## src/common/asdp_regs.svh

```systemverilog
// Constants for the serial converter port: frame counts and reset-pin timing.
// Assumes a 125 MHz system clock on both ends.
`ifndef ASDP_REGS_SVH
`define ASDP_REGS_SVH

// -------------------------------------------------------------
// Frame
// -------------------------------------------------------------
`define ASDP_CMD_BITS        16
`define ASDP_RES_BITS        16
`define ASDP_CLK_PERIOD_NS   8
// -------------------------------------------------------------
// Reset pin timing
// -------------------------------------------------------------
`define ASDP_RST_MIN_NS      40
`define ASDP_RST_MAX_NS      100
`define ASDP_PD_MIN_NS       400
`define ASDP_PD_CYCLES       ((`ASDP_PD_MIN_NS + `ASDP_CLK_PERIOD_NS - 1) / `ASDP_CLK_PERIOD_NS)
`define ASDP_RST_HOST_CYCLES ((`ASDP_RST_MAX_NS) / `ASDP_CLK_PERIOD_NS)
// Internal conversion time in clk cycles; host serial half period is four times ASDP_HALF_SCLK clk cycles
`define ASDP_CONV_CYCLES     40
`define ASDP_HALF_SCLK       4
`define ASDP_RES_DEFAULT     16'h8000

`endif

```

## src/common/asdp_pkg.sv

```systemverilog
// Types shared by both ends of the serial converter port.
// Assumes asdp_regs.svh is available on the include path.
package asdp_pkg;
    typedef enum logic [1:0] {ASDP_IDLE, ASDP_RUN, ASDP_ABORT, ASDP_PDOWN} asdp_mode_t;
endpackage

```

## src/common/asdp_if.sv

```systemverilog
// Link between host controller and converter port.
// Assumes the port holds the output wire low whenever its enable is low.
`timescale 1ns/1ns
`default_nettype none
interface asdp_if;
    logic selectN;
    logic sclk;
    logic cmdLine;
    logic serOut;
    logic serOutEn;
    logic chainIn;
    logic resetPinN;
    modport dev  (input selectN, sclk, cmdLine, chainIn, resetPinN, output serOut, serOutEn);
    modport host (output selectN, sclk, cmdLine, resetPinN, input serOut, serOutEn);
endinterface
`default_nettype wire

```

## src/rtl/asdp_sync3.sv

```systemverilog
// Three-stage pin synchroniser; a change counts once stages two and three agree.
// Assumes the input is asynchronous to clk.
`timescale 1ns/1ns
`default_nettype none
module asdp_sync3 #(
    parameter logic INIT = 1'b1
) (
    input  wire logic clk,
    input  wire logic reset,
    input  wire logic pin,
    output logic      level
);
    logic [2:0] stage;
    logic [2:0] next_stage;
    logic       next_level;

    always_comb begin
        next_stage = {stage[1:0], pin};
        next_level = (stage[1] == stage[2]) ? stage[2] : level;
    end

    always_ff @(posedge clk) begin
        if (reset) begin
            stage <= {3{INIT}};
            level <= INIT;
        end else begin
            stage <= next_stage;
            level <= next_level;
        end
    end
endmodule
`default_nettype wire

```

## src/rtl/asdp_device.sv

```systemverilog
// Converter end of the serial port: frame control, command capture, result shift.
// Assumes the link clock and pins are asynchronous and sampled by clk.
`timescale 1ns/1ns
`include "asdp_regs.svh"
`default_nettype none
module asdp_device
    import asdp_pkg::*;
(
    input  wire logic                      clk,
    input  wire logic                      reset,
    asdp_if.dev                            link,
    input  wire logic [`ASDP_RES_BITS-1:0] sampleValue,
    output logic                           sampleStrobe,
    output logic [`ASDP_CMD_BITS-1:0]      activeCmd,
    output logic                           cmdValid,
    output logic                           poweredDown
);
    // -------------------------------------------------------------
    // Pin sampling
    // -------------------------------------------------------------
    logic selN;
    logic sclkS;
    logic cmdS;
    logic chainS;
    logic rstPinS;

    asdp_sync3 #(.INIT(1'b1)) syncSel (.clk(clk), .reset(reset), .pin(link.selectN), .level(selN));
    asdp_sync3 #(.INIT(1'b1)) syncClk (.clk(clk), .reset(reset), .pin(link.sclk), .level(sclkS));
    asdp_sync3 #(.INIT(1'b0)) syncCmd (.clk(clk), .reset(reset), .pin(link.cmdLine), .level(cmdS));
    asdp_sync3 #(.INIT(1'b0)) syncChn (.clk(clk), .reset(reset), .pin(link.chainIn), .level(chainS));
    asdp_sync3 #(.INIT(1'b1)) syncRst (.clk(clk), .reset(reset), .pin(link.resetPinN),
                                       .level(rstPinS));

    // -------------------------------------------------------------
    // State
    // -------------------------------------------------------------
    asdp_mode_t                mode;
    asdp_mode_t                next_mode;
    logic                      selD;
    logic                      sclkD;
    logic [5:0]                edgeCnt;
    logic [5:0]                next_edgeCnt;
    logic [`ASDP_CMD_BITS-1:0] cmdShift;
    logic [`ASDP_CMD_BITS-1:0] next_cmdShift;
    logic [`ASDP_CMD_BITS-1:0] next_activeCmd;
    logic                      next_cmdValid;
    logic [`ASDP_RES_BITS-1:0] resShift;
    logic [`ASDP_RES_BITS-1:0] next_resShift;
    logic [`ASDP_CMD_BITS-1:0] pendCmd;
    logic [`ASDP_CMD_BITS-1:0] next_pendCmd;
    logic                      pendValid;
    logic                      next_pendValid;
    logic [7:0]                convCnt;
    logic [7:0]                next_convCnt;
    logic [`ASDP_RES_BITS-1:0] convData;
    logic [`ASDP_RES_BITS-1:0] next_convData;
    logic [7:0]                lowCnt;
    logic [7:0]                next_lowCnt;
    logic                      outBit;
    logic                      next_outBit;
    logic                      outEn;
    logic                      next_outEn;
    logic                      next_sampleStrobe;

    logic selFall;
    logic selRise;
    logic sclkFall;
    logic sclkRise;
    logic pinLow;
    logic pdHit;

    assign selFall  = selD & ~selN;
    assign selRise  = ~selD & selN;
    assign sclkFall = sclkD & ~sclkS;
    assign sclkRise = ~sclkD & sclkS;
    assign pinLow   = ~rstPinS;
    // Power-down once the pin has stayed low for the long-pulse time
    assign pdHit    = pinLow && (lowCnt >= 8'(`ASDP_PD_CYCLES - 1));

    assign link.serOut   = outBit;
    assign link.serOutEn = outEn;
    assign poweredDown   = (mode == ASDP_PDOWN);

    always_comb begin
        next_mode         = mode;
        next_edgeCnt      = edgeCnt;
        next_cmdShift     = cmdShift;
        next_activeCmd    = activeCmd;
        next_cmdValid     = cmdValid;
        next_resShift     = resShift;
        next_pendCmd      = pendCmd;
        next_pendValid    = pendValid;
        next_convCnt      = convCnt;
        next_convData     = convData;
        next_outBit       = outBit;
        next_outEn        = outEn;
        next_sampleStrobe = 1'b0;
        next_lowCnt       = pinLow ? ((lowCnt == 8'hff) ? lowCnt : lowCnt + 8'h01) : 8'h00;

        if (pinLow) begin
            // Pin acts whatever the link is doing; control and output registers go to defaults, shift and data registers keep their values
            next_activeCmd = '0;
            next_cmdValid  = 1'b0;
            next_pendValid = 1'b0;
            next_outEn     = 1'b0;
            next_outBit    = 1'b0;
            next_edgeCnt   = '0;
            next_convCnt   = '0;
            if (pdHit) begin
                next_mode = ASDP_PDOWN;
            end else if (mode != ASDP_PDOWN) begin
                next_mode = ASDP_IDLE;
            end
        end else if (mode == ASDP_PDOWN) begin
            // Link ignored until the pin is released; wakes idle with defaults
            next_mode = ASDP_IDLE;
        end else begin
            if (convCnt != 8'h00) begin
                // Conversion timed on clk, not on the link clock
                next_convCnt = convCnt - 8'h01;
                if (convCnt == 8'h01) begin
                    next_resShift = convData;
                end
            end
            if (selFall) begin
                next_outEn   = 1'b1;
                next_outBit  = 1'b0;
                next_edgeCnt = '0;
                if (pendValid) begin
                    next_activeCmd = pendCmd;
                    next_cmdValid  = 1'b1;
                    next_pendValid = 1'b0;
                    next_mode      = ASDP_RUN;
                end
                if (next_mode == ASDP_RUN) begin
                    next_sampleStrobe = 1'b1;
                    next_convData     = sampleValue;
                    next_convCnt      = 8'(`ASDP_CONV_CYCLES);
                end
                next_resShift = '0;
            end else if (selRise) begin
                next_outEn  = 1'b0;
                next_outBit = 1'b0;
                if (edgeCnt < 6'd16) begin
                    next_mode     = ASDP_ABORT;
                    next_cmdValid = 1'b0;
                end
            end else if (!selN && sclkFall) begin
                next_edgeCnt = (edgeCnt == 6'h3f) ? edgeCnt : edgeCnt + 6'h01;
                if (edgeCnt < 6'd16) begin
                    next_cmdShift = {cmdShift[`ASDP_CMD_BITS-2:0], cmdS};
                end
                if (edgeCnt == 6'd15) begin
                    next_pendCmd   = {cmdShift[`ASDP_CMD_BITS-2:0], cmdS};
                    next_pendValid = 1'b1;
                    // Aborted or idle ports present a zero first bit, then the chain input directly
                    next_outBit    = (mode == ASDP_RUN) ? resShift[`ASDP_RES_BITS-1] : 1'b0;
                    next_resShift  = {resShift[`ASDP_RES_BITS-2:0], chainS};
                end else if (edgeCnt > 6'd15) begin
                    // Zeros from a grounded chain input give the trailing zeros
                    next_outBit   = (mode == ASDP_RUN) ? resShift[`ASDP_RES_BITS-1] : chainS;
                    next_resShift = {resShift[`ASDP_RES_BITS-2:0], chainS};
                end else begin
                    next_outBit = 1'b0;
                end
            end
        end
    end

    always_ff @(posedge clk) begin
        if (reset) begin
            mode         <= ASDP_IDLE;
            selD         <= 1'b1;
            sclkD        <= 1'b1;
            edgeCnt      <= '0;
            cmdShift     <= '0;
            activeCmd    <= '0;
            cmdValid     <= 1'b0;
            resShift     <= '0;
            pendCmd      <= '0;
            pendValid    <= 1'b0;
            convCnt      <= '0;
            convData     <= '0;
            lowCnt       <= '0;
            outBit       <= 1'b0;
            outEn        <= 1'b0;
            sampleStrobe <= 1'b0;
        end else begin
            mode         <= next_mode;
            selD         <= selN;
            sclkD        <= sclkS;
            edgeCnt      <= next_edgeCnt;
            cmdShift     <= next_cmdShift;
            activeCmd    <= next_activeCmd;
            cmdValid     <= next_cmdValid;
            resShift     <= next_resShift;
            pendCmd      <= next_pendCmd;
            pendValid    <= next_pendValid;
            convCnt      <= next_convCnt;
            convData     <= next_convData;
            lowCnt       <= next_lowCnt;
            outBit       <= next_outBit;
            outEn        <= next_outEn;
            sampleStrobe <= next_sampleStrobe;
        end
    end

    // Rise of sclk is only tracked for edge detection
    logic unusedRise;
    assign unusedRise = sclkRise;
endmodule
`default_nettype wire

```

## src/flat_wrapper.sv

```systemverilog
// flat-port wrapper written by rule: the top's interface ports become plain ports
module asdp_device_flat import asdp_pkg::*;
  (clk, reset, sampleValue, sampleStrobe, activeCmd, cmdValid, poweredDown, link_selectN, link_sclk, link_cmdLine, link_chainIn, link_resetPinN, link_serOut, link_serOutEn);
  asdp_if link_i ();
  input  wire logic clk;
  input  wire logic reset;
  input  wire logic [`ASDP_RES_BITS-1:0] sampleValue;
  output logic sampleStrobe;
  output logic [`ASDP_CMD_BITS-1:0] activeCmd;
  output logic cmdValid;
  output logic poweredDown;
  input wire logic [$bits(link_i.selectN)-1:0] link_selectN;
  input wire logic [$bits(link_i.sclk)-1:0] link_sclk;
  input wire logic [$bits(link_i.cmdLine)-1:0] link_cmdLine;
  input wire logic [$bits(link_i.chainIn)-1:0] link_chainIn;
  input wire logic [$bits(link_i.resetPinN)-1:0] link_resetPinN;
  output wire logic [$bits(link_i.serOut)-1:0] link_serOut;
  output wire logic [$bits(link_i.serOutEn)-1:0] link_serOutEn;
  assign link_i.selectN = link_selectN;
  assign link_i.sclk = link_sclk;
  assign link_i.cmdLine = link_cmdLine;
  assign link_i.chainIn = link_chainIn;
  assign link_i.resetPinN = link_resetPinN;
  assign link_serOut = link_i.serOut;
  assign link_serOutEn = link_i.serOutEn;
  asdp_device u_core (.clk(clk), .reset(reset), .link(link_i), .sampleValue(sampleValue), .sampleStrobe(sampleStrobe), .activeCmd(activeCmd), .cmdValid(cmdValid), .poweredDown(poweredDown));
endmodule
```

## config.mk

```make
export PLATFORM = sky130hd
export DESIGN_NAME = asdp_device_flat
export DESIGN_NICKNAME = d
export VERILOG_FILES = /design/src/common/asdp_pkg.sv /design/src/common/asdp_if.sv /design/src/rtl/asdp_sync3.sv /design/src/rtl/asdp_device.sv /design/src/flat_wrapper.sv
export VERILOG_INCLUDE_DIRS = /design/src /design/src/common
export SDC_FILE = /design/constraint.sdc
export NUM_CORES = 1
export LEC_CHECK = 0
export BUFFER_PORTS_ARGS = -buffer_cell sky130_fd_sc_hd__buf_4
export CAP_MARGIN = 15
export CORE_MARGIN = 1
export CORE_UTILIZATION = 54
export DETAILED_ROUTE_END_ITERATION = 10
export PLACE_DENSITY_LB_ADDON = 0.2
export SLEW_MARGIN = 20
export SYNTH_ARGS = -nofsm -noshare
export SYNTH_HDL_FRONTEND = slang
export SYNTH_SLANG_ARGS = --single-unit
```

## constraint.sdc

```tcl
create_clock -name clk -period 2.81 [get_ports clk]
set_input_delay 0.1405 -clock clk [delete_from_list [all_inputs] [get_ports clk]]
set_output_delay 0.1405 -clock clk [all_outputs]
set_load 0.005 [all_outputs]
```

==> results of run 1 <==
==> path summary, 6_finish.rpt <==
check             slack (ns)                      end               startpoint  cells after the start
setup / recovery        0.54       u_core.resShift[5]     u_core.syncSel.level                      5
hold / removal          0.16      u_core.activeCmd[9]                    reset                      4
setup reg to reg        0.54       u_core.resShift[5]     u_core.syncSel.level                      5
hold reg to reg         0.41  u_core.syncSel.stage[1]  u_core.syncSel.stage[0]                      1
==> power by group through the flow <==
stage / sequential (mW) / clock (mW) / combinational [mW]
final: 1.93 / 2.18 / 0.410
after global routing: 1.94 / 2.29 / 0.459
after CTS: 1.93 / 2.20 / 0.408
after detailed placement: 1.97 / 0 / 0.382
after global placement: 1.97 / 0 / 0.366
after floorplan: 1.96 / 0 / 0.304
==> cell usage after synthesis, types with 3 or more instances <==
cell and count:
o31ai_1 17, o21ai_1 14, ha_1 10, nand2_1 100, nor3_1 21, nand4_1 4, inv_1 13, xor2_1 4
and3_1 3, nand3_1 8, a31oi_1 4, nor2_1 42, clkbuf_1 28, nand2b_1 3, a21oi_2 10, mux2i_1 18
o21bai_1 3, or3_1 5, a211oi_1 7, nand2_2 11, o2bb2ai_1 15, buf_2 11, dfxtp_1 130, nor2b_1 9
a21oi_1 68, or2_2 13, o21ai_0 16
==> flip-flops by register name, summed over array words and instances (netlist names), 6 cells and up <==
name / count
u_core.activeCmd: 16
u_core.convData: 16
u_core.pendCmd: 16
u_core.resShift: 16
u_core.cmdShift: 15
u_core.convCnt: 8
u_core.lowCnt: 8
u_core.edgeCnt: 6
==> what timing repair did <==
item / in CTS / in global routing
hold buffers: 21 / 0
setup buffers: 0 / 0
resized for setup: 0 / 0
endpoints found under the hold margin: 21 / 0
==> per-layer routing <==
metal	up-vias	GRT usage (%)	wire [um]
met3	20	5.83	609
li1	2304	-	-
met1	2133	31.0	5370
met5	-	0	0
met4	0	8.24	165
met2	131	35.6	5250
==> layout make-up <==
class	instances	share of cell area, %
clock buffer	19	6.68
sequential	130	39.3
multi-input combinational	443	39.6
clock inverter	13	2.25
tap	133	2.52
inverter	14	0.794
timing repair buffer	71	8.85
==> cell families (layout without fill, tap and decap cells) <==
kind of cell,count (synthesis),after routing,share of synthesized area (%)
and+or+nand+nor,238,238,21.2
AOI/OAI and AO/OA,171,171,20.1
DFF,130,130,47.5
buffers and inverters,56,117,4.66
muxes,18,18,3.29
adders and majority gates,10,10,2.28
xor gates and xnor gates,6,6,0.960
==> worst min-delay path, cell delays in order <==
cell,delay [ns]
buf_4,0.09
nand2b_1,0.09
buf_4,0.26
a21oi_1,0.06
==> metrics by stage <==
| step | total power, mW | area, sq um |
|---|---|---|
| after floorplan | 2.27 | 5480 |
| after global placement | 2.34 | 5820 |
| after detailed placement | 2.36 | 5820 |
| after CTS | 4.55 | 6620 |
| after global routing | 4.69 | 6620 |
| final | 4.53 | 6620 |
==> run metrics, run 1 <==
global-route wire length before repair 19000 um; initial antenna violation count 0; commonest non-fill, non-tap cell in the layout dfxtp_1; DP Worst Slack 0.565 ns; area of the multi-input gates 2620 sq um; WL final 11400 um; crit path kind flop to flop; first-pass iteration count of the detailed router 4; vias per cell 5.57; FILL cells 811; initial core utilization 55.8%; std cell rows 36; via count 4588; largest net degree at the start of global routing 75; Synth Register Bits 130; CP delay by family, top simple AND/OR/NAND/NOR gates; Seq/Total Area, Yosys 47.5%; Internal 3.41 mW; dominant cells by area after synthesis dfxtp_1, nand2_1, a21oi_1; Async SR Flop Fraction 0%; Avg Cell Area, Syn 8.71 sq um; VDD IR max 0.482 mV; core area 9820 sq um; Tcrit/Tclk final 80.6%; htree depth 4; sw frac 24.8%; Synth area leader dfxtp_1; minimum clock period after layout 2.27 ns; Main synth FF type dfxtp_1; GRT Overall Usage 23.0%; vias in the first global route 4112; final setup violating endpoints 0; Remaining DRCs 0; Setup crit end kind flop; gpl congestion 0.829; total inserted antenna cells 0; Yosys top cell area share 47.5%; pins over their slew limit 0; routed wire length per instance 13.8 um; CTS root buf clkbuf_8; Crit Path Max Fanout 19; Worst setup SP type flop; Reg power frac 42.8%; placed instance count 770; Die W 103 um; syn nets 662; commonest non-fill, non-tap cells in the layout dfxtp_1, nand2_1, a21oi_1, buf_4, nor2_1; Max-Cap Viols 0; leakage power 2.47 nW; layout cells sized above 1 18.1%; Hold Violations, Final 0; Worst-Skew Late Latency 0.53 ns; Final ANT Viol Nets 0; Initial DRC Count 295; Layout Nets 710; pin slew with the least headroom to its limit 0.797 ns; Post-Syn Area 5480 sq um; Distinct cells, synth 62; crit-path max cell delay 0.71 ns; combinational share of power 9.0%; CTS clk-pin slew, worst paths 0.07 ns; register area 2600 sq um; final std cells w/o fill 823; die height 103 um; IO buf count 43; WHS 0.164 ns; final worst slack 0.545 ns; min-delay worst type input port to flop; Post-Synthesis Cells 629; Longest Clk Path Bufs 2; Rel. slew slack 46.4%; switching power total 1.12 mW; CTS sink count 130; outcome complete, no violations; sequence of cells on the critical path inv_1, ha_1, or3_1, o31ai_1, o2bb2ai_1; critical path required time 3.27 ns; Data arrival, critical path 2.73 ns; HPWL Detailed 7350 um; io pins 44; Syn-to-layout area delta 20.8%; EDFF count, synth 0; CTS tree done; Final Skew 0.00916 ns; TritonCTS buffer count 17; GRT overflow 0; Slowest-stage cell, CP or3_1; pwr dens 684 nW/um^2; Die Area 10500 sq um; share of total power in the clock network 48.2%; Final Core Density 67.4%; synth warn 0; setup TNS 0 ns; Max Clk Rate 0.441 GHz; Crit path buffers/inverters 1; RSZ-0062 raised after global routing false
No activity file was read; power rests on OpenSTA's default activity.
==> run 2, diff against run 1 <==
--- a/config.mk
+++ b/config.mk
@@ -6,6 +6,7 @@
 export SDC_FILE = /design/constraint.sdc
 export NUM_CORES = 1
 export LEC_CHECK = 0
+export ABC_AREA = 1
 export BUFFER_PORTS_ARGS = -buffer_cell sky130_fd_sc_hd__buf_4
 export CAP_MARGIN = 15
 export CORE_MARGIN = 1
==> constraint.sdc (replaced) <==
create_clock -name clk -period 2.2 [get_ports clk]
set_input_delay 0.11 -clock clk [delete_from_list [all_inputs] [get_ports clk]]
set_output_delay 0.11 -clock clk [all_outputs]
set_load 0.005 [all_outputs]
==> run metrics, run 2 <==
Synth Register Bits 130 (unchanged); VDD IR max 0.682 mV (was 0.482 mV); RSZ-0062 raised after global routing false (unchanged); std cell rows 37 (was 36); syn nets 821 (was 662); post-synthesis simple-gate area fraction 26.0% (was 21.2%); Final ANT Viol Nets 0 (unchanged); Async SR Flop Fraction 0% (unchanged); leakage power 3.07 nW (was 2.47 nW); Tcrit/Tclk final 81.2% (was 80.6%); Avg Cell Area, Syn 7.22 sq um (was 8.71 sq um); Distinct cells, synth 32 (was 62); global-route wire length before repair 21700 um (was 19000 um); outcome complete, no violations (unchanged); setup TNS 0 ns (unchanged); synth warn 0 (unchanged); WL final 12600 um (was 11400 um); Main synth FF type dfxtp_1 (unchanged); Worst-Skew Late Latency 0.53 ns (about the same); initial core utilization 55.3% (was 55.8%); vias in the first global route 4861 (was 4112); Remaining DRCs 0 (unchanged); mux contribution to synthesized area 0% (was 3.29%); Hold Violations, Final 0 (unchanged); Post-Synthesis Cells 788 (was 629); Synth Area in Adders 2.20% (was 2.28%); pins over their slew limit 0 (unchanged); initial antenna violation count 0 (unchanged); crit path kind flop to flop (unchanged); Seq/Total Area, Yosys 45.8% (was 47.5%); Yosys top cell area share 45.8% (was 47.5%); Die W 105 um (was 103 um); pin slew with the least headroom to its limit 0.501 ns (was 0.797 ns); TritonCTS buffer count 17 (unchanged); Post-Syn Area 5690 sq um (was 5480 sq um); CTS sink count 130 (unchanged); Pwr Total 6.29 mW (was 4.53 mW); most common cell in the netlist nand2_1 (was dfxtp_1); Max Clk Rate 0.559 GHz (was 0.441 GHz); post-synthesis compound-gate area fraction 15.2% (was 20.1%); die height 105 um (was 103 um); io pins 44 (unchanged); final worst slack 0.413 ns (was 0.545 ns); Setup crit end kind flop (unchanged); GRT overflow 0 (unchanged); min-delay worst type input port to flop (unchanged); IO buf count 43 (unchanged); number of post-CTS setup repair buffers 0 (unchanged); largest net degree at the start of global routing 54 (was 75); Data arrival, critical path 2.20 ns (was 2.73 ns); CTS clk-pin slew, worst paths 0.06 ns (was 0.07 ns); htree depth 4 (unchanged); Synth top cells by count nand2_1, dfxtp_1, inv_1 (was dfxtp_1, nand2_1, a21oi_1); first-pass iteration count of the detailed router 5 (was 4); EDFF count, synth 0 (unchanged); Crit Path Max Fanout 27 (was 19); CTS root buf clkbuf_8 (unchanged); CTS tree done (unchanged); main combinational cell family by area after synthesis simple AND/OR/NAND/NOR gates (unchanged); Max-Cap Viols 0 (unchanged); layout cells sized above 1 15.2% (was 18.1%); DP Worst Slack 0.249 ns (was 0.565 ns); total inserted antenna cells 0 (unchanged); Die Area 10900 sq um (was 10500 sq um); Rel. slew slack 66.6% (was 46.4%); routed wire length per instance 12.6 um (was 13.8 um); HPWL Detailed 7930 um (was 7350 um); commonest non-fill, non-tap cell in the layout nand2_1 (was dfxtp_1); Synth area leader dfxtp_1 (unchanged); gpl congestion 0.824 (was 0.829); Final Skew 0.00595 ns (was 0.00916 ns); Longest Clk Path Bufs 2 (unchanged); final setup violating endpoints 0 (unchanged); Syn-to-layout area delta 22.4% (was 20.8%); critical path required time 2.62 ns (was 3.27 ns); Worst setup SP type flop (unchanged); via count 5116 (was 4588); design area 6960 sq um (was 6620 sq um); GRT Overall Usage 24.7% (was 23.0%); vias per cell 5.10 (was 5.57); Initial DRC Count 284 (was 295); pwr dens 903 nW/um^2 (was 684 nW/um^2); XOR/XNOR Fraction of Synth Area 0.462% (was 0.960%); Layout Nets 888 (was 710); dominant cells by area after synthesis dfxtp_1, nand2_1, inv_1 (was dfxtp_1, nand2_1, a21oi_1); commonest non-fill, non-tap cells in the layout nand2_1, dfxtp_1, inv_1, nor2_1, a21oi_1 (was dfxtp_1, nand2_1, a21oi_1, buf_4, nor2_1); minimum clock period after layout 1.79 ns (was 2.27 ns); core area 10300 sq um (was 9820 sq um); Placed Instance Area 6110 sq um (was 5820 sq um)
[run 2: repair_timing]
item	in CTS	in global routing
hold buffers	24	0
setup endpoints to repair	0	2
hold endpoints to repair	36	0
resized for setup	0	1
[run 2: layer usage]
metal	up-vias	global-route usage, %	part of all wire, %
met5	-	0	0
met4	0	12.7	2.6
met3	29	5.55	4.1
li1	2637	-	-
met2	129	39.3	46
met1	2321	31.3	47
[run 2: through the flow]
step / std cells / hold WS [ns] / util, %
floorplan: 788 / 0.214 / -
global placement: 948 / 0.301 / 59.5
detailed placement: 948 / 0.298 / 59.5
CTS: 1004 / 0.285 / 67.7
global route: 1004 / 0.307 / 67.7
finish: 1004 / 0.308 / 67.7
[run 2: cell families (layout without fill, tap and decap cells)]
kind of cell,after synthesis,count (layout)
simple gates,339,339
compound gates,160,160
buf+inv,146,226
flops,130,130
fa+ha+maj,10,10
xor+xnor,3,3
[run 2: power breakdown]
| part | total, mW | switching, mW | internal (mW) | leakage (nW) |
|---|---|---|---|---|
| registers | 2.50 | 0.0575 | 2.44 | 1.05 |
| clock network | 2.84 | 1.00 | 1.84 | 0.290 |
| logic | 0.948 | 0.616 | 0.331 | 1.73 |
| total | 6.29 | 1.68 | 4.61 | 3.07 |
[run 2: path summary, 6_finish.rpt]
check                                               end               startpoint  cells past startpoint  slack (ns)
worst max register to register       u_core.cmdShift[8]     u_core.syncSel.level                      8        0.41
worst max-delay path                 u_core.cmdShift[8]     u_core.syncSel.level                      8        0.41
worst min-delay path            u_core.syncSel.stage[0]             link_selectN                      3        0.31
worst min register to register  u_core.syncCmd.stage[1]  u_core.syncCmd.stage[0]                      2        0.40
[run 2: critical path, cell delays in order, from the launching register on]
cell	delay (ns)
dfxtp_1	0.39
inv_1	0.10
ha_1	0.21
inv_2	0.12
nand2_1	0.08
nor2_1	0.13
nand2_2	0.26
o21ai_0	0.29
a21oi_1	0.08
[run 2: area by class of cell]
type                       count  area, sq um
clock buffer                  23          477
tap                          136          170
timing repair buffer          80          661
clock inverter                 9          128
sequential                   130         2600
multi-input combinational    512         2500
inverter                     114          428
fill                         853         3320
==> run 3, diff against run 2 <==
==> constraint.sdc (replaced) <==
create_clock -name clk -period 1.8 [get_ports clk]
set_input_delay 0.09 -clock clk [delete_from_list [all_inputs] [get_ports clk]]
set_output_delay 0.09 -clock clk [all_outputs]
set_load 0.005 [all_outputs]
==> run metrics, run 3 (same netlist as run 2, synthesis figures left out) <==
outcome complete, no violations (unchanged); WL final 12900 um (was 12600 um); Die Area 10900 sq um (unchanged); initial core utilization 55.3% (unchanged); CTS root buf clkbuf_8 (unchanged); core area 10300 sq um (unchanged); leakage power 3.12 nW (was 3.07 nW); commonest non-fill, non-tap cell in the layout nand2_1 (unchanged); largest net degree at the start of global routing 38 (was 54); Rel. slew slack 73.5% (was 66.6%); Worst-Skew Late Latency 0.53 ns (about the same); gpl congestion 0.872 (was 0.824); Slowest-stage cell, CP dfxtp_1 (unchanged); GRT Overall Usage 24.7% (about the same); r2r setup slk 0.16 ns (was 0.41 ns); minimum clock period after layout 1.66 ns; Remaining DRCs 0 (unchanged); design area 7060 sq um (was 6960 sq um); die height 105 um (unchanged); Most Frequent Cell on Critical Path buf_4; sequence of cells on the critical path nand2_1, buf_4, inv_2, buf_4 (was inv_1, ha_1, inv_2, nand2_1, nor2_1, nand2_2, o21ai_0, a21oi_1); via count 5128 (was 5116); CTS tree done (unchanged); total inserted antenna cells 0 (unchanged); global-route wire length before repair 21600 um (was 21700 um); commonest non-fill, non-tap cells in the layout nand2_1, dfxtp_1, inv_1, nor2_1, a21oi_1 (unchanged); pins over their slew limit 0 (unchanged); final setup violating endpoints 0 (unchanged); Tcrit/Tclk final 92.5%; first-pass iteration count of the detailed router 7 (was 5); Die W 105 um (unchanged); Initial DRC Count 275 (was 284); Layout Nets 893 (was 888); Final ANT Viol Nets 0 (unchanged); critical path required time 1.71 ns (was 2.62 ns); pin slew with the least headroom to its limit 0.397 ns (was 0.501 ns); Worst setup SP type flop (unchanged); final worst slack 0.135 ns (was 0.413 ns); setup TNS 0 ns (unchanged); VDD IR max 0.826 mV (was 0.682 mV); routed wire length per instance 12.8 um (was 12.6 um); htree depth 4 (unchanged); Hold Violations, Final 0 (unchanged); Pwr Total 7.63 mW (was 6.29 mW); layout cells sized above 1 16.8% (was 15.2%); FILL cells 861 (was 853); Setup crit end kind output pin (was flop); initial antenna violation count 0 (unchanged); GRT overflow 0 (unchanged); vias in the first global route 4848 (was 4861); pwr dens 1080 nW/um^2 (was 903 nW/um^2); min-delay worst type input port to flop (unchanged); io pins 44 (unchanged); Max Clk Rate 0.601 GHz; crit path kind flop to output pin (was flop to flop); IO buf count 43 (unchanged); CTS sink count 130 (unchanged); Longest Clk Path Bufs 2 (unchanged); WHS 0.292 ns (was 0.308 ns); vias per cell 5.08 (was 5.10); Syn-to-layout area delta 24.1% (was 22.4%); std cell rows 37 (unchanged); Data arrival, critical path 1.57 ns (was 2.20 ns); crit-path max cell delay 0.34 ns (was 0.39 ns); DP Worst Slack 0.0472 ns (was 0.249 ns); Final Skew 0.00690 ns (was 0.00595 ns); HPWL Detailed 8310 um (was 7930 um); Crit Path Max Fanout 8 (was 27); TritonCTS buffer count 17 (unchanged); Max-Cap Viols 0 (unchanged); Placed Instance Area 6160 sq um (was 6110 sq um); CTS clk-pin slew, worst paths 0.06 ns (about the same)
run 3: layout make-up:
| cell class | instances | area (sq um) | area share, % |
|---|---|---|---|
| Inverter | 114 | 433 | 6.13 |
| Clock inverter | 15 | 160 | 2.27 |
| Multi-Input combinational cell | 512 | 2530 | 35.9 |
| Sequential cell | 130 | 2610 | 36.9 |
| Tap cell | 136 | 170 | 2.41 |
| Clock buffer | 17 | 414 | 5.87 |
| Timing Repair Buffer | 85 | 744 | 10.5 |
run 3: worst max-delay path, delay by kind of cell, from the launching register on:
| family | cells | cell delay [ns] |
|---|---|---|
| flip-flops | 1 | 0.34 |
| AND/OR/NAND/NOR | 1 | 0.14 |
| buffers and inverters | 3 | 0.56 |
run 3: path summary, 6_finish.rpt:
kind                           start                      end  cells after the start
max reg2reg     u_core.syncRst.level        u_core.edgeCnt[0]                      7
max                   u_core.mode[0]              poweredDown                      4
min reg2reg  u_core.syncCmd.stage[0]  u_core.syncCmd.stage[1]                      2
min                   link_resetPinN  u_core.syncRst.stage[0]                      3
run 3: per-layer routing:
layer  global-route usage (%)  share of wire [%]  vias to the layer above
met5                        0                  0                        -
met2                     40.8                 49                       89
li1                         -                  -                     2652
met1                     30.5                 46                     2371
met4                     11.5                1.6                        0
met3                     5.99                3.1                       16
run 3: repair_timing:
item                                   in CTS  in global routing
resized for setup                           0                 23
hold buffers                               24                  0
setup endpoints to repair                   0                 39
endpoints found under the hold margin      43                  0
buffers inserted                            0                  0
run 3: where the power goes:
group / internal (mW) / switching [mW]
sequential: 2.98 / 0.0785
clock: 1.98 / 1.34
combinational: 0.459 / 0.786
total: 5.43 / 2.21
run 3: metrics by stage:
stage               instances  util [%]
global placement          952      59.9
global route             1009      68.7
floorplan                 788         -
detailed placement        952      59.9
finish                   1009      68.7
CTS                      1008      67.8
